$ cat config.mk
export PLATFORM = sky130hd
export DESIGN_NAME = hrfplc_report_ctrl
export DESIGN_NICKNAME = d
export VERILOG_FILES = /design/src/hrfplc_pkg.sv /design/src/hrfplc_pins_if.sv /design/src/hrfplc_pin_sync.sv /design/src/hrfplc_report_ctrl.sv
export SDC_FILE = /design/constraint.sdc
export NUM_CORES = 1
export LEC_CHECK = 0
export ABC_AREA = 0
export ABC_CLOCK_PERIOD_IN_PS = 2000
export BUFFER_PORTS_ARGS = -buffer_cell sky130_fd_sc_hd__buf_4
export CAP_MARGIN = 30
export CORE_ASPECT_RATIO = 0.8
export CORE_MARGIN = 1.5
export CORE_UTILIZATION = 51
export CTS_BUF_LIST = sky130_fd_sc_hd__clkbuf_4 sky130_fd_sc_hd__clkbuf_8
export DETAILED_ROUTE_END_ITERATION = 7
export GPL_TIMING_DRIVEN = 0
export PLACE_DENSITY = 0.78
export SETUP_SLACK_MARGIN = 0.05
export SYNTH_ARGS = -nofsm -noshare
export SYNTH_HDL_FRONTEND = slang
export SYNTH_SLANG_ARGS = --single-unit
$ cat constraint.sdc
create_clock -name pclk -period 2 [get_ports pclk]
set_clock_uncertainty 0.05 [all_clocks]
set_input_delay 0.2 -clock pclk [delete_from_list [all_inputs] [get_ports pclk]]
set_output_delay 0.2 -clock pclk [all_outputs]
set_load 0.01 [all_outputs]
$ cat src/hrfplc_pkg.sv
// constants, types and offsets of the hid report command handler
// assumes an apb master on a single 25 MHz clock
// Summary of operation
// - report 0x43 out: one selection byte clears buffers
// - selection bit 0 flushes transmit, bit 1 receive; both self-clear
// - report 0x44 in: 16-bit actual pin levels, high byte first
// - read map: 14 status a, 8 status b, 5 rx, 4 tx, 15 and 9 zero, rest general
// - report 0x45 out: 16-bit state then 16-bit mask, high byte first
// - pin follows state only when output and mask bit set; else holds
// - write map: pins 9-6 at 13-10, 5-4 at 7-6, 3-0 at 3-0
// - report 0x46 in: product identifier low byte, then revision
// - report 0x47 in/out: 16-bit lock word, high byte first
// - writing zero locks a field until reset; no report unlocks it
// - writing all zeros locks every field
// - lock bits 15..7 and 3..0 name fields; 6:4 reserved
// - report 0x48: byte 1 bit 0 transmit wide mode, reset off
// - byte 2 bit 0 receive wide mode, reset off
// - byte 2 bit 1 low-latency receive, reset on
package hrfplc_pkg;
    // apb register byte addresses
    localparam logic [7:0]  A_CMD     = 8'h00;
    localparam logic [7:0]  A_OUT0    = 8'h04;
    localparam logic [7:0]  A_IN0     = 8'h08;
    localparam logic [7:0]  A_IN1     = 8'h0C;
    localparam logic [7:0]  A_STATUS  = 8'h10;
    localparam logic [7:0]  A_LOCK    = 8'h14;
    localparam logic [7:0]  A_PINOUT  = 8'h18;
    // report identifiers
    localparam logic [7:0]  ID_FLUSH  = 8'h43;
    localparam logic [7:0]  ID_PINRD  = 8'h44;
    localparam logic [7:0]  ID_PINWR  = 8'h45;
    localparam logic [7:0]  ID_VERS   = 8'h46;
    localparam logic [7:0]  ID_LOCK   = 8'h47;
    localparam logic [7:0]  ID_MODE   = 8'h48;
    // command and status register fields
    localparam int          CMD_GET_BIT   = 8;
    localparam int          ST_ERR_BIT    = 0;
    // field positions inside out0 (byte 1 at 31:24)
    localparam int          SEL_TX_BIT    = 24;
    localparam int          SEL_RX_BIT    = 25;
    localparam int          MODE_TXW_BIT  = 24;
    localparam int          MODE_RXW_BIT  = 16;
    localparam int          MODE_LLAT_BIT = 17;
    // reset values and valid lock field mask
    localparam logic [15:0] LOCK_RST      = 16'hFF8F;
    localparam logic [15:0] LOCK_VALID    = 16'hFF8F;
    localparam logic        TXW_RST       = 1'b0;
    localparam logic        RXW_RST       = 1'b0;
    localparam logic        LLAT_RST      = 1'b1;
    localparam logic [9:0]  PINOUT_RST    = 10'h000;

    typedef enum logic [1:0] {
        HRFPLC_IDLE = 2'b01,
        HRFPLC_DONE = 2'b10
    } hrfplc_apb_st_t;
endpackage

$ cat src/hrfplc_pins_if.sv
// carrier between pin synchroniser and command core
// assumes both ends run on pclk
`timescale 1ns/1ps
interface hrfplc_pins_if;
    logic [15:0] raw;
    logic [15:0] level;
    modport sync (input raw, output level);
    modport core (output raw, input level);
endinterface

$ cat src/hrfplc_pin_sync.sv
// three-stage pin synchroniser with agreement filter
// assumes raw pin levels are asynchronous to pclk
`timescale 1ns/1ps
module hrfplc_pin_sync (
    // clock and reset
    input wire logic    pclk,
    input wire logic    presetn,
    // pins
    hrfplc_pins_if.sync pins
);
    logic [15:0] s1_r;
    logic [15:0] s2_r;
    logic [15:0] s3_r;
    logic [15:0] lvl_r;

    genvar i;
    generate
        for (i = 0; i < 16; i++)
        begin : g_bit
            always_ff @(posedge pclk or negedge presetn)
            begin
                if (!presetn)
                begin
                    s1_r[i]  <= 1'b0;
                    s2_r[i]  <= 1'b0;
                    s3_r[i]  <= 1'b0;
                    lvl_r[i] <= 1'b0;
                end
                else
                begin
                    s1_r[i] <= pins.raw[i];
                    s2_r[i] <= s1_r[i];
                    s3_r[i] <= s2_r[i];
                    // change accepted once stages two and three agree
                    if (s2_r[i] == s3_r[i])
                        lvl_r[i] <= s3_r[i];
                end
            end
        end
    endgenerate

    assign pins.level = lvl_r;
endmodule

$ cat src/hrfplc_report_ctrl.sv
// hid report command handler: flush, pin state, version, lock, modes
// assumes an apb master on pclk; pin inputs are asynchronous
//
// Added by the designer: the placing of the registers and the APB slave port.
`timescale 1ns/1ps
module hrfplc_report_ctrl #(
    parameter logic [7:0] PRODUCT_ID_LOW = 8'h5A, // arbitrary value
    parameter logic [7:0] MFR_REVISION   = 8'h3C  // arbitrary value
) (
    // clock and reset
    input  wire logic        pclk,
    input  wire logic        presetn,
    // apb slave
    input  wire logic        psel,
    input  wire logic        penable,
    input  wire logic        pwrite,
    input  wire logic [7:0]  paddr,
    input  wire logic [31:0] pwdata,
    output logic      [31:0] prdata,
    output logic             pready,
    output logic             pslverr,
    // pin levels
    input  wire logic [9:0]  general_pin_in,
    input  wire logic        usb_status_pin_a,
    input  wire logic        usb_status_pin_b,
    input  wire logic        uart_rx_pin,
    input  wire logic        uart_tx_pin,
    // pin direction, 1 = output
    input  wire logic [9:0]  general_pin_dir,
    // pin drive
    output logic      [9:0]  general_pin_out,
    // fifo flush pulses
    output logic             flush_tx_fifo,
    output logic             flush_rx_fifo,
    // modes and lock
    output logic             tx_wide_mode,
    output logic             rx_wide_mode,
    output logic             rx_low_latency,
    output logic      [15:0] otp_lock_word
);
    hrfplc_pins_if pins_if ();

    hrfplc_pin_sync u_sync (
        .pclk    (pclk),
        .presetn (presetn),
        .pins    (pins_if.sync)
    );

    // pack raw pins at read positions, reserved 15 and 9 at zero
    assign pins_if.raw = {1'b0, usb_status_pin_a, general_pin_in[9:6], 1'b0,
                          usb_status_pin_b, general_pin_in[5:4], uart_rx_pin,
                          uart_tx_pin, general_pin_in[3:0]};

    hrfplc_pkg::hrfplc_apb_st_t st_r;
    hrfplc_pkg::hrfplc_apb_st_t st_nxt;

    logic [31:0] prdata_r;
    logic        pready_r;
    logic        pslverr_r;
    logic [7:0]  last_id_r;
    logic        last_get_r;
    logic [31:0] out0_r;
    logic [31:0] in0_r;
    logic [31:0] in1_r;
    logic        err_r;
    logic [15:0] lock_r;
    logic        txw_r;
    logic        rxw_r;
    logic        llat_r;
    logic [9:0]  pin_out_r;
    logic        flush_tx_r;
    logic        flush_rx_r;

    // apb decode
    wire         access   = psel & penable;
    wire         st_done  = (st_r == hrfplc_pkg::HRFPLC_DONE);
    wire         hit_cmd  = (paddr == hrfplc_pkg::A_CMD);
    wire         hit_out0 = (paddr == hrfplc_pkg::A_OUT0);
    wire         hit_in0  = (paddr == hrfplc_pkg::A_IN0);
    wire         hit_in1  = (paddr == hrfplc_pkg::A_IN1);
    wire         hit_stat = (paddr == hrfplc_pkg::A_STATUS);
    wire         hit_lock = (paddr == hrfplc_pkg::A_LOCK);
    wire         hit_pout = (paddr == hrfplc_pkg::A_PINOUT);
    wire         addr_hit = hit_cmd | hit_out0 | hit_in0 | hit_in1 | hit_stat
                          | hit_lock | hit_pout;
    wire         commit   = st_done & access & pwrite & addr_hit;

    // command decode
    wire         cmd_wr   = commit & hit_cmd;
    wire [7:0]   cmd_id   = pwdata[7:0];
    wire         cmd_get  = pwdata[hrfplc_pkg::CMD_GET_BIT];
    wire         ex_flush = cmd_wr & ~cmd_get & (cmd_id == hrfplc_pkg::ID_FLUSH);
    wire         ex_pinrd = cmd_wr &  cmd_get & (cmd_id == hrfplc_pkg::ID_PINRD);
    wire         ex_pinwr = cmd_wr & ~cmd_get & (cmd_id == hrfplc_pkg::ID_PINWR);
    wire         ex_vers  = cmd_wr &  cmd_get & (cmd_id == hrfplc_pkg::ID_VERS);
    wire         ex_lockr = cmd_wr &  cmd_get & (cmd_id == hrfplc_pkg::ID_LOCK);
    wire         ex_lockw = cmd_wr & ~cmd_get & (cmd_id == hrfplc_pkg::ID_LOCK);
    wire         ex_moder = cmd_wr &  cmd_get & (cmd_id == hrfplc_pkg::ID_MODE);
    wire         ex_modew = cmd_wr & ~cmd_get & (cmd_id == hrfplc_pkg::ID_MODE);
    wire         ex_valid = ex_flush | ex_pinrd | ex_pinwr | ex_vers | ex_lockr
                          | ex_lockw | ex_moder | ex_modew;
    wire         ex_get   = ex_pinrd | ex_vers | ex_lockr | ex_moder;
    wire         err_clr  = commit & hit_stat & pwdata[hrfplc_pkg::ST_ERR_BIT];

    // pin write: state and mask, reserved positions dropped
    wire [15:0]  wr_state = out0_r[31:16];
    wire [15:0]  wr_mask  = out0_r[15:0];
    wire [9:0]   st10     = {wr_state[13:10], wr_state[7:6], wr_state[3:0]};
    wire [9:0]   mk10     = {wr_mask[13:10], wr_mask[7:6], wr_mask[3:0]};
    wire [9:0]   pin_sel  = mk10 & general_pin_dir;
    wire [9:0]   pin_nxt  = (pin_out_r & ~pin_sel) | (st10 & pin_sel);

    // lock word can only lose ones
    wire [15:0]  lock_nxt = lock_r & out0_r[31:16] & hrfplc_pkg::LOCK_VALID;

    // answer bytes, byte 1 at 31:24
    wire [15:0]  pin_word = pins_if.level & 16'h7DFF;
    wire [31:0]  ans0     = ex_pinrd ? {pin_word, 16'h0000} :
                            ex_vers  ? {PRODUCT_ID_LOW, MFR_REVISION, 16'h0000} :
                            ex_lockr ? {lock_r, 16'h0000} :
                                       {7'h00, txw_r, 6'h00, llat_r, rxw_r, 16'h0000};
    wire [31:0]  st_word  = {27'h0000000, llat_r, rxw_r, txw_r, 1'b0, err_r};

    // read mux
    wire [31:0]  rd_data  = hit_cmd  ? {23'h000000, last_get_r, last_id_r} :
                            hit_out0 ? out0_r :
                            hit_in0  ? in0_r :
                            hit_in1  ? in1_r :
                            hit_stat ? st_word :
                            hit_lock ? {16'h0000, lock_r} :
                            hit_pout ? {22'h000000, pin_out_r} : 32'h00000000;

    // apb handshake: one wait cycle, answer registered
    always_comb
    begin
        st_nxt = st_r;
        case (st_r)
            hrfplc_pkg::HRFPLC_IDLE: if (access) st_nxt = hrfplc_pkg::HRFPLC_DONE;
            hrfplc_pkg::HRFPLC_DONE: st_nxt = hrfplc_pkg::HRFPLC_IDLE;
            default:                 st_nxt = hrfplc_pkg::HRFPLC_IDLE;
        endcase
    end

    always_ff @(posedge pclk or negedge presetn)
    begin
        if (!presetn)
        begin
            st_r      <= hrfplc_pkg::HRFPLC_IDLE;
            pready_r  <= 1'b0;
            pslverr_r <= 1'b0;
            prdata_r  <= 32'h00000000;
        end
        else
        begin
            st_r      <= st_nxt;
            pready_r  <= (st_r == hrfplc_pkg::HRFPLC_IDLE) & access;
            pslverr_r <= (st_r == hrfplc_pkg::HRFPLC_IDLE) & access & ~addr_hit;
            prdata_r  <= (access & ~pwrite) ? rd_data : 32'h00000000;
        end
    end

    // software registers and command effects
    always_ff @(posedge pclk or negedge presetn)
    begin
        if (!presetn)
        begin
            last_id_r  <= 8'h00;
            last_get_r <= 1'b0;
            out0_r     <= 32'h00000000;
            in0_r      <= 32'h00000000;
            in1_r      <= 32'h00000000;
            err_r      <= 1'b0;
        end
        else
        begin
            if (cmd_wr)
            begin
                last_id_r  <= cmd_id;
                last_get_r <= cmd_get;
            end
            if (commit & hit_out0)
                out0_r <= pwdata;
            if (ex_get)
            begin
                in0_r <= ans0;
                in1_r <= 32'h00000000;
            end
            // set wins over clear
            if (cmd_wr & ~ex_valid)
                err_r <= 1'b1;
            else if (err_clr)
                err_r <= 1'b0;
        end
    end

    // device state driven by reports
    always_ff @(posedge pclk or negedge presetn)
    begin
        if (!presetn)
        begin
            flush_tx_r <= 1'b0;
            flush_rx_r <= 1'b0;
            pin_out_r  <= hrfplc_pkg::PINOUT_RST;
            lock_r     <= hrfplc_pkg::LOCK_RST;
            txw_r      <= hrfplc_pkg::TXW_RST;
            rxw_r      <= hrfplc_pkg::RXW_RST;
            llat_r     <= hrfplc_pkg::LLAT_RST;
        end
        else
        begin
            flush_tx_r <= ex_flush & out0_r[hrfplc_pkg::SEL_TX_BIT];
            flush_rx_r <= ex_flush & out0_r[hrfplc_pkg::SEL_RX_BIT];
            if (ex_pinwr)
                pin_out_r <= pin_nxt;
            if (ex_lockw)
                lock_r <= lock_nxt;
            if (ex_modew)
            begin
                txw_r  <= out0_r[hrfplc_pkg::MODE_TXW_BIT];
                rxw_r  <= out0_r[hrfplc_pkg::MODE_RXW_BIT];
                llat_r <= out0_r[hrfplc_pkg::MODE_LLAT_BIT];
            end
        end
    end

    assign prdata          = prdata_r;
    assign pready          = pready_r;
    assign pslverr         = pslverr_r;
    assign general_pin_out = pin_out_r;
    assign flush_tx_fifo   = flush_tx_r;
    assign flush_rx_fifo   = flush_rx_r;
    assign tx_wide_mode    = txw_r;
    assign rx_wide_mode    = rxw_r;
    assign rx_low_latency  = llat_r;
    assign otp_lock_word   = lock_r;

    // checks
    a_apb_answer_one: assert property (@(posedge pclk) disable iff (!presetn)
        (psel && penable && !pready) |=> pready ##1 !pready)
        else $error("apb answer not one wait cycle");

    a_flush_tx_pulse: assert property (@(posedge pclk) disable iff (!presetn)
        (ex_flush && out0_r[24]) |=> flush_tx_fifo ##1 (!flush_tx_fifo || $past(ex_flush)))
        else $error("tx flush not a single pulse");

    a_flush_rx_cause: assert property (@(posedge pclk) disable iff (!presetn)
        $rose(flush_rx_fifo) |-> $past(ex_flush && out0_r[25]))
        else $error("rx flush without report");

    a_pin_read_map: assert property (@(posedge pclk) disable iff (!presetn)
        ex_pinrd |=> (in0_r[31:16] == ($past(pins_if.level) & 16'h7DFF)))
        else $error("pin read value wrong");

    a_pin_read_rsvd: assert property (@(posedge pclk) disable iff (!presetn)
        ex_pinrd |=> (in0_r[31] == 1'b0 && in0_r[25] == 1'b0))
        else $error("reserved pin read bit set");

    a_pin_write_mask: assert property (@(posedge pclk) disable iff (!presetn)
        ex_pinwr |=> general_pin_out == (($past(general_pin_out) & ~$past(pin_sel))
                                        | ($past(st10) & $past(pin_sel))))
        else $error("masked pin write wrong");

    a_pin_hold_idle: assert property (@(posedge pclk) disable iff (!presetn)
        !ex_pinwr |=> $stable(general_pin_out))
        else $error("pin output changed without report");

    a_version_bytes: assert property (@(posedge pclk) disable iff (!presetn)
        ex_vers |=> (in0_r[31:24] == PRODUCT_ID_LOW && in0_r[23:16] == MFR_REVISION))
        else $error("version bytes wrong");

    a_lock_no_undo: assert property (@(posedge pclk) disable iff (!presetn)
        1'b1 |=> ((otp_lock_word & ~$past(otp_lock_word)) == 16'h0000))
        else $error("lock bit returned to one");

    a_lock_all_zero: assert property (@(posedge pclk) disable iff (!presetn)
        (ex_lockw && out0_r[31:16] == 16'h0000) |=> (otp_lock_word == 16'h0000))
        else $error("all-zero lock did not lock all");

    a_lock_rsvd_zero: assert property (@(posedge pclk) disable iff (!presetn)
        otp_lock_word[6:4] == 3'h0)
        else $error("reserved lock bits set");

    a_mode_write: assert property (@(posedge pclk) disable iff (!presetn)
        ex_modew |=> (tx_wide_mode == $past(out0_r[24]) && rx_wide_mode == $past(out0_r[16])
                      && rx_low_latency == $past(out0_r[17])))
        else $error("mode write not applied");

    a_mode_stable: assert property (@(posedge pclk) disable iff (!presetn)
        !ex_modew |=> $stable({tx_wide_mode, rx_wide_mode, rx_low_latency}))
        else $error("mode changed without report");

    a_err_set_wins: assert property (@(posedge pclk) disable iff (!presetn)
        (cmd_wr && !ex_valid) |=> err_r)
        else $error("unknown report not flagged");
endmodule

# Word level (Yosys, flattened, before mapping)
# Cells that the tools add are included.
[totals]
wordCells = 168
output_inout_bits = 65
regBits = 194
ram_bits = 0
rom_bits = 0
latchBits = 0
in_bits = 69
mem_count = 0
[classes]
div = 0
mul = 0
magnitude_cmp = 0
mux = 15
bitwise_logic = 50
n_reduce_logical = 2
add_sub_neg = 0
n_shift = 0
eq_ne = 29
[op_table]
columns = ["op", "count"]
rows = [
  ["32-bit 2-to-1 mux", 7],
  ["8-bit by 7-bit equality test with 1-bit output, second input constant", 6],
  ["16-bit 2-to-1 mux", 3],
  ["10-bit bitwise AND", 3],
  ["1-bit bitwise AND", 24],
  ["8-bit by 5-bit equality test with 1-bit output, second input constant", 3],
  ["16-bit bitwise AND", 1],
  ["8-bit by 4-bit equality test with 1-bit output, second input constant", 2],
  ["1-bit OR", 16],
  ["1-bit equality test", 14],
  ["10-bit 2-to-1 mux", 1],
  ["10-bit inverter", 1],
  ["10-bit OR", 1],
  ["8-bit by 3-bit equality test with 1-bit output, second input constant", 1],
  ["8-bit zero test", 1],
  ["2-bit 2-to-1 mux", 2],
  ["1-bit inverter", 4],
  ["2-bit by 1-bit equality test with 1-bit output, second input constant", 1],
  ["2-bit equality test, second input constant", 1],
  ["1-bit 2-to-1 mux", 2],
  ["2-bit inequality test, second input constant", 1],
  ["2-bit nonzero test", 1],
]

# Depth between registers and ports, before layout
# Gate-level depths: netlist of run 1.
[depth]
ltp_word = 21
mapped_depth = 8
depth_no_buf = 5

# Hierarchy
# Synthesis of run 1 repeated with hierarchy kept, for this count alone.
[hier_totals]
cells_unflattened = 530
hier_area_um2 = 7098.1
[modules_own_cells]
columns = ["mod", "seq_area_each_um2", "area_per_inst_um2", "n_inst", "cells_each"]
rows = [
  ["hrfplc_report_ctrl", 3071.7, 5316.3, 1, 450],
  ["hrfplc_pin_sync", 1601.5, 1781.7, 1, 80],
]

# Worst setup path after synthesis of run 1
# No wires, ideal clock.
[synth_timing]
kind = "input port to flip-flop"
startpoint = "in paddr[4]"
endpoint = "reg in0_r[23]"
setup_ns = 0.124
arrival_time_ns = 1.811
stages = 8
slack_ns = 0.015
path_cell_list = "buf_4 > nor4_4 > nand3_2 > or4_1 > buf_2 > buf_6 > a22oi_1 > nand2_1"
[synth_between]
elab_chain_cells = 14
elab_cells_between_ends = 26
[synth_rtl]
columns = ["item", "line_no", "source"]
rows = [
  ["start, declared", "hrfplc_report_ctrl.sv:17", "input wire logic [7:0] paddr,"],
  ["8-bit by 3-bit equality test with 1-bit output / 8-bit zero test (equally long branches)", "hrfplc_report_ctrl.sv:78, hrfplc_report_ctrl.sv:77", ""],
  ["1-bit OR (4 in series)", "hrfplc_report_ctrl.sv:84", "wire addr_hit = hit_cmd | hit_out0 | hit_in0 | hit_in1 | hit_stat"],
  ["1-bit OR (2 in series)", "hrfplc_report_ctrl.sv:85", "| hit_lock | hit_pout;"],
  ["1-bit bitwise AND", "hrfplc_report_ctrl.sv:86", "wire commit = st_done & access & pwrite & addr_hit;"],
  ["1-bit bitwise AND (*)", "hrfplc_report_ctrl.sv:89", "wire cmd_wr = commit & hit_cmd;"],
  ["1-bit bitwise AND (*)", "--", ""],
  ["1-bit bitwise AND, on equally long branches", "hrfplc_report_ctrl.sv:96, hrfplc_report_ctrl.sv:93, hrfplc_report_ctrl.sv:95", ""],
  ["32-bit 2-to-1 mux / 1-bit OR (equally long branches)", "hrfplc_report_ctrl.sv:120, hrfplc_report_ctrl.sv:102", ""],
  ["32-bit 2-to-1 mux / 1-bit OR (equally long branches)", "hrfplc_report_ctrl.sv:119, hrfplc_report_ctrl.sv:102", ""],
  ["32-bit 2-to-1 mux / 1-bit OR (equally long branches)", "hrfplc_report_ctrl.sv:118, hrfplc_report_ctrl.sv:102", ""],
  ["end signal, assigned", "hrfplc_report_ctrl.sv:185", "in0_r <= ans0;"],
  ["end, declared", "hrfplc_report_ctrl.sv:63", "logic [31:0] in0_r;"],
]
# Mark *: on every way between the ends. The rest lies on a longest branch, timed or not.
# A chain may end at the register's enable or synchronous reset.

# Final worst setup path of run 1
[layout_timing]
startpoint = "reg st_r[0]"
endpoint = "reg in0_r[26]"
[layout_between]
elab_chain_cells = 10
elab_cells_between_ends = 16
[layout_rtl]
columns = ["item", "line_no", "source"]
rows = [
  ["start, declared", "hrfplc_report_ctrl.sv:54", "hrfplc_pkg::hrfplc_apb_st_t st_r;"],
  ["start signal, assigned", "hrfplc_report_ctrl.sv:148", "st_r <= hrfplc_pkg::HRFPLC_IDLE;"],
  ["start signal, assigned", "hrfplc_report_ctrl.sv:155", "st_r <= st_nxt;"],
  ["2-bit equality test (*)", "hrfplc_report_ctrl.sv:76", "wire st_done = (st_r == hrfplc_pkg::HRFPLC_DONE);"],
  ["1-bit bitwise AND (*) (3 in series)", "hrfplc_report_ctrl.sv:86", ""],
  ["1-bit bitwise AND (*)", "hrfplc_report_ctrl.sv:89", ""],
  ["1-bit bitwise AND (*)", "--", ""],
  ["1-bit bitwise AND, on equally long branches", "hrfplc_report_ctrl.sv:96, hrfplc_report_ctrl.sv:93, hrfplc_report_ctrl.sv:95", ""],
  ["32-bit 2-to-1 mux / 1-bit OR (equally long branches)", "hrfplc_report_ctrl.sv:120, hrfplc_report_ctrl.sv:102", ""],
  ["32-bit 2-to-1 mux / 1-bit OR (equally long branches)", "hrfplc_report_ctrl.sv:119, hrfplc_report_ctrl.sv:102", ""],
  ["32-bit 2-to-1 mux / 1-bit OR (equally long branches)", "hrfplc_report_ctrl.sv:118, hrfplc_report_ctrl.sv:102", ""],
]
# Marks and branches as above.

==> impl_metrics.json, run 1 <==
{
  "setup-violations-final": 20,
  "placedCellCount": 810,
  "final_area_um2": 9390,
  "worst_slew_pin_slew_ps": 696,
  "num_io_pins": 134,
  "power_density_nw_per_um2": 713,
  "startpoint": "st_r[0]$_DFFE_PN1P_",
  "synthFlopType": "dfrtp_1",
  "ys_ff_latch": 178,
  "initial_core_util_pct": 52.2,
  "fin_crit_ps": 2060,
  "post-dp-hpwl_um": 11700,
  "vias": 5107,
  "r2r-start": "st_r[0]$_DFFE_PN1P_",
  "drtIter0Drc": 433,
  "avgSynthCellArea_um2": 13.4,
  "grt_overflow": 0,
  "synth_edf_count": 0,
  "end_kind": "register",
  "finalPower_uw": 6700,
  "hold_viol": 0,
  "synthCells": 502,
  "fin_crit_sh_pct": 103,
  "cts_tree": "yes",
  "cp.required_ps": 2290,
  "dpl_worst_slack_ps": -545,
  "cts_buffers": 17,
  "final_cells": 907,
  "grt_usage_pct": 26.7,
  "hold_path_class": "in2reg",
  "fp.dieH_um": 106,
  "slew_headroom_pct": 53.6,
  "critPathLaunchType": "register",
  "htreeDepth": 4,
  "path_max_fanout": 7,
  "die_x_um": 131,
  "yosysMostFrequentCell": "dfrtp_1",
  "wire_per_inst_um": 20.0,
  "async_flop_share_pct": 100,
  "io_buffers": 129,
  "area_growth_syn_to_layout_pct": 39.7,
  "clockBufferDepth": 2,
  "routed_via_density": 5.63,
  "totalWireLength_um": 18100,
  "synth_commonest_cells": "163 x dfrtp_1, 44 x mux2_2, 40 x nor2_1, 39 x nand2_1, 32 x a22oi_1",
  "ctsRootBufferMaster": "clkbuf_8",
  "maxSlewViolCount": 0,
  "ys_seq_area_share_pct": 66.5,
  "hold_path_startpoint": "general_pin_dir[2]",
  "yosysUniqueCellTypes": 51,
  "synth_area_um2": 6720,
  "dr.pass1.iters": 6,
  "grt_pass1_vias": 5179,
  "ir_drop_mv": 0.631,
  "yosysTopAreaCellShare_pct": 60.7,
  "worst_slack_ps": -57.6,
  "synth_area_leader_cell": "dfrtp_1",
  "crit_type": "reg2reg",
  "power_leakage_uw": 0.00437,
  "grt_pass1_wl_um": 28000,
  "insertion_delay_ps": 450,
  "violations": "setup timing",
  "num_rows": 37,
  "antenna_found_initial": 1,
  "synth_warnings": 0,
  "drive_gt1_share_pct": 40.1,
  "status": "complete, but fails checks",
  "critPathArrivalTime_ps": 2350,
  "place.gp.congestion": 0.926,
  "core_um2": 12900,
  "rsz0062_at_grt": "yes",
  "fin_tns_setup_ps": -322,
  "grt_max_degree": 104,
  "fmax_mhz": 486,
  "postRouteAntennaNets": 0,
  "drv_cap": 0,
  "post_dp_cell_area_um2": 7960,
  "cts_sinks": 178,
  "die_area_um2": 13900,
  "path_clk_slew_ps": 90,
  "yosys-top-cells-area": "dfrtp_1 61%, mux2_2 7.4%, dfstp_2 5.9%",
  "drc_errors": 0,
  "finalNetCount": 788
}
==> path summary, 6_finish.rpt <==
path	endpoint	slack [ps]	depth (start not counted)
min in group asynchronous	async pin	240	2
worst max register to register	in0_r[26]$_DFFE_PN0P_	-60	7
worst min register to register	u_sync.s2_r[2]$_DFF_PN0_	300	0
worst min-delay path	register	30	3
worst max-delay path	in0_r[26]$_DFFE_PN0P_	-60	7
max in group asynchronous	otp_lock_word[15]$_DFFE_PN1P_	790	3
==> routing by layer <==
metal	part of all wire, %	global-route usage (%)	wire, um
met2	47	41.6	8560
met4	2.0	10.2	366
met3	9.5	5.96	1730
met1	41	37.2	7450
met5	0	0	0
==> critical path: stages, from the launching register on <==
cell,delay [ps]
dfstp_2,380
and4b_2,320
nand2_2,100
or4_4,560
buf_8,160
buf_8,130
a22oi_2,170
nand2_1,70
==> cell usage in the layout (no fill, tap or decap), drive strengths merged, types with 4 or more instances in the layout <==
cell	synthesis	layout
dfrtp	163	163
buf	12	163
mux2	50	50
dlygate4sd3	0	46
nor2	40	40
nand2	39	39
a22oi	32	32
clkbuf	15	31
dfstp	15	15
nand3	15	15
maj3	14	14
inv	9	13
o21ai	11	11
o21a	10	10
a22o	7	7
nor4	7	7
a21oi	6	6
a31oi	6	6
nor3	6	6
clkinv	0	6
nor2b	5	5
o211ai	4	4
==> cell type report <==
cell class | count | area, um^2
tap | 175 | 219
timing repair buffer | 197 | 1720
buffer | 26 | 201
sequential | 178 | 4470
fill | 854 | 3480
clock buffer | 17 | 234
inverter | 9 | 33.8
clock inverter | 14 | 181
multi-input combinational | 290 | 2330
antenna | 1 | 2.50
==> sequential cells by signal (all words and copies together), names as in the netlist, named ones only <==
| name | flops |
|---|---|
| out0_r | 32 |
| prdata | 32 |
| in0_r | 16 |
| u_sync.pins.level | 14 |
| u_sync.s1_r | 14 |
| u_sync.s2_r | 14 |
| u_sync.s3_r | 14 |
| otp_lock_word | 13 |
| last_id_r | 8 |
| st_r | 2 |
| err_r | 1 |
| flush_rx_fifo | 1 |
| flush_tx_fifo | 1 |
| last_get_r | 1 |
| pready | 1 |
| pslverr | 1 |
| rx_low_latency | 1 |
| rx_wide_mode | 1 |
| tx_wide_mode | 1 |
==> repair_timing <==
item / in CTS / in global routing
gates cloned: 1 / 2
endpoints found under the hold margin: 120 / 0
endpoints found under the setup margin: 85 / 94
pin swaps: 12 / 11
hold buffers: 46 / 0
resized for setup: 39 / 58
setup buffers: 15 / 2
==> power by group <==
group          total, uW  internal, uW  switching [uW]
registers           3720          3670            45.1
logic                396           198             198
clock network       2580          1260            1330
total               6700          5130            1570
==> cells by family (layout without fill, tap and decap cells) <==
logic type | count (synthesis) | after routing | synth area share, %
flip-flops | 178 | 178 | 66.5
AND/OR/NAND/NOR | 134 | 134 | 10.9
AO/OA/AOI/OAI | 86 | 86 | 9.17
multiplexers | 53 | 53 | 8.82
buffers and inverters | 36 | 263 | 2.46
adder cells (fa/ha/maj) | 14 | 14 | 2.08
other | 1 | 4 | 0.0558
==> stage by stage <==
| step | utilization, % | hold WS, ps |
|---|---|---|
| global route | 73.0 | 25.4 |
| detailed placement | 61.9 | 158 |
| CTS | 70.9 | 14.2 |
| finish | 73.0 | 28.7 |
| global placement | 61.5 | 260 |
| floorplan | - | -146 |
Power figures use the tool's default switching activity.
==> run 2: changes to the inputs <==
--- a/config.mk
+++ b/config.mk
@@ -15,7 +15,7 @@
 export CTS_BUF_LIST = sky130_fd_sc_hd__clkbuf_4 sky130_fd_sc_hd__clkbuf_8
 export DETAILED_ROUTE_END_ITERATION = 7
 export GPL_TIMING_DRIVEN = 0
-export PLACE_DENSITY = 0.78
+export PLACE_DENSITY = 0.89
 export SETUP_SLACK_MARGIN = 0.05
 export SYNTH_ARGS = -nofsm -noshare
 export SYNTH_HDL_FRONTEND = slang
==> run 2 against run 1 <==
The flow still finishes with violations (setup timing). First-iteration DRC count rose by 10%. Clock power is 2% lower. Design area down 2.0%. Core utilization shrank 1.4 points. Register-to-register slack improved by 20 ps. Setup slack better by 17 ps. Hold slack lost 3.7 ps. Count of clock-buffer cells in the layout grew 1. Combinational power about the same. Power down 0.84%. Wire length is 1.2% higher. Largest power group unchanged.
==> impl_metrics.json, run 2 (synthesis results as in run 1) <==
{
  "postRouteAntennaNets": 0,
  "grt_pass1_vias": 5361,
  "r2r_slack_ps": -40,
  "r2r-start": "st_r[0]$_DFFE_PN1P_",
  "grt_max_degree": 118,
  "power_density_nw_per_um2": 721,
  "drive_gt1_share_pct": 38.3,
  "place.gp.congestion": 0.919,
  "worst_slack_ps": -41.0,
  "clkPwrFrac_pct": 38.1,
  "whs_endpoint": "pslverr$_DFF_PN0_",
  "critPathArrivalTime_ps": 2320,
  "ir_drop_mv": 0.537,
  "met1_usage_pct": 36.0,
  "core_um2": 12900,
  "grt_overflow": 0,
  "worstRegToRegCells": 7,
  "dr.pass1.iters": 5,
  "maxSlewViolCount": 0,
  "io_buffers": 129,
  "status": "complete, but fails checks",
  "crit_type": "reg2reg",
  "path_max_fanout": 8,
  "r2r-end": "in0_r[23]$_DFFE_PN0P_",
  "totalWireLength_um": 18300,
  "drc_errors": 0,
  "end_kind": "register",
  "power_leakage_uw": 0.00432,
  "intPower_uw": 5050,
  "hold_viol": 0,
  "htreeDepth": 4,
  "routed_via_density": 5.60,
  "critPathLaunchType": "register",
  "insertion_delay_ps": 450,
  "cts_buffers": 17,
  "cts_sinks": 178,
  "drtIter0Drc": 478,
  "setup-violations-final": 2,
  "post-dp-hpwl_um": 12100,
  "hold_path_startpoint": "paddr[0]",
  "clockBufferDepth": 2,
  "finalNetCount": 785,
  "area_growth_syn_to_layout_pct": 36.9,
  "cp.required_ps": 2280,
  "ctsRootBufferMaster": "clkbuf_8",
  "slew_headroom_pct": 56.1,
  "grt_pass1_wl_um": 28700,
  "num_antenna_cells": 0,
  "rsz0062_at_grt": "yes",
  "initial_core_util_pct": 52.2,
  "violations": "setup timing",
  "final_cell_mix": "163 x dfrtp_1, 145 x buf_4, 47 x dlygate4sd3_1, 40 x nor2_1, 35 x nand2_1",
  "power_frac_seq_pct": 56.0,
  "num_rows": 37,
  "use_met3_pct": 6.45,
  "wire_per_inst_um": 20.3,
  "p_sw_uw": 1600,
  "worst_slew_pin_slew_ps": 659,
  "die_area_um2": 13900,
  "fin_crit_sh_pct": 102,
  "path_clk_slew_ps": 90,
  "power_frac_comb_pct": 6.0,
  "num_io_pins": 134,
  "fin_tns_setup_ps": -41.6,
  "fp.dieH_um": 106,
  "dpl_worst_slack_ps": -678,
  "drv_cap": 0,
  "final_common_cell": "dfrtp_1",
  "fin_crit_ps": 2040,
  "cts_tree": "yes",
  "met2_usage_pct": 45.3,
  "grt-busiest-layer": "met2",
  "fmax_mhz": 490,
  "antenna_found_initial": 0,
  "grt_usage_pct": 27.4,
  "hold_path_class": "in2reg",
  "die_x_um": 131,
  "vias": 5060,
  "holdPathStages": 3,
  "switching_share_pct": 24.1
}
[run 2: cell types whose count changed in the layout (fill, tap and decap cells not counted), sizes merged]
cell | before | now
buf | 163 | 160
diode | 1 | 0
inv | 13 | 17
clkinv | 6 | 3
dlygate4sd3 | 46 | 47
bufinv | 3 | 2
[run 2: routing by layer]
layer	wire [um]	share of wire (%)	up-vias
met5	0	0	-
met4	366	2.0	0
met3	1290	7.0	34
met2	8990	49	229
met1	7660	42	2576
li1	-	-	2221
[run 2: worst max-delay path by stage]
stage | from | to | slack, ps | cells after the start
finish | st_r[0]$_DFFE_PN1P_ | in0_r[23]$_DFFE_PN0P_ | -40 | 7
global route | st_r[0]$_DFFE_PN1P_ | in0_r[25]$_DFFE_PN0P_ | -100 | 6
CTS | st_r[0]$_DFFE_PN1P_ | in0_r[23]$_DFFE_PN0P_ | -30 | 7
detailed placement | paddr[2] | prdata[16]$_DFF_PN0_ | -680 | 8
global placement | paddr[2] | prdata[16]$_DFF_PN0_ | -690 | 8
floorplan | st_r[0]$_DFFE_PN1P_ | in0_r[23]$_DFFE_PN0P_ | 60 | 7
[run 2: final cells by class]
| cell class | count | area, um^2 |
|---|---|---|
| Clock buffer | 18 | 241 |
| Multi-Input combinational cell | 290 | 2220 |
| Inverter | 9 | 33.8 |
| Clock inverter | 14 | 168 |
| Sequential cell | 178 | 4470 |
| Tap cell | 175 | 219 |
| Timing Repair Buffer | 194 | 1660 |
| Fill cell | 844 | 3660 |
| Buffer | 26 | 194 |
[run 2: critical path, cell delays in order, from the launching register on]
cell     delay (ps)
dfstp_2         380
and4b_2         320
nand2_2         100
or4_4           530
buf_8           160
buf_8           130
a22oi_2         160
nand2_1          90
[run 2: stage by stage]
| stage | power (uW) | area, um^2 | hold slack (ps) | utilization [%] | instances |
|---|---|---|---|---|---|
| finish | 6640 | 9210 | 25.0 | 71.5 | 904 |
| floorplan | 3860 | 6730 | -146 | - | 504 |
| global route | 6890 | 9210 | 22.9 | 71.5 | 904 |
| CTS | 6670 | 9140 | 5.84 | 71.0 | 899 |
| detailed placement | 4100 | 7960 | 110 | 61.8 | 809 |
| global placement | 4080 | 7920 | 260 | 61.5 | 808 |
[run 2: what timing repair did]
item                                   in CTS  in global routing
setup buffers                              11                  4
hold buffers                               47                  0
gates cloned                                1                  1
pin swaps                                  15                  3
resized for setup                          54                 12
endpoints found under the hold margin     112                  0
setup endpoints to repair                  86                 69
[run 2: power groups by stage]
stage                     clock (uW)  sequential (uW)  combinational (uW)
after floorplan                    0             3770                85.1
after global placement             0             3780                 296
after detailed placement           0             3780                 316
after CTS                       2560             3720                 394
after global routing            2730             3730                 433
final                           2530             3720                 397
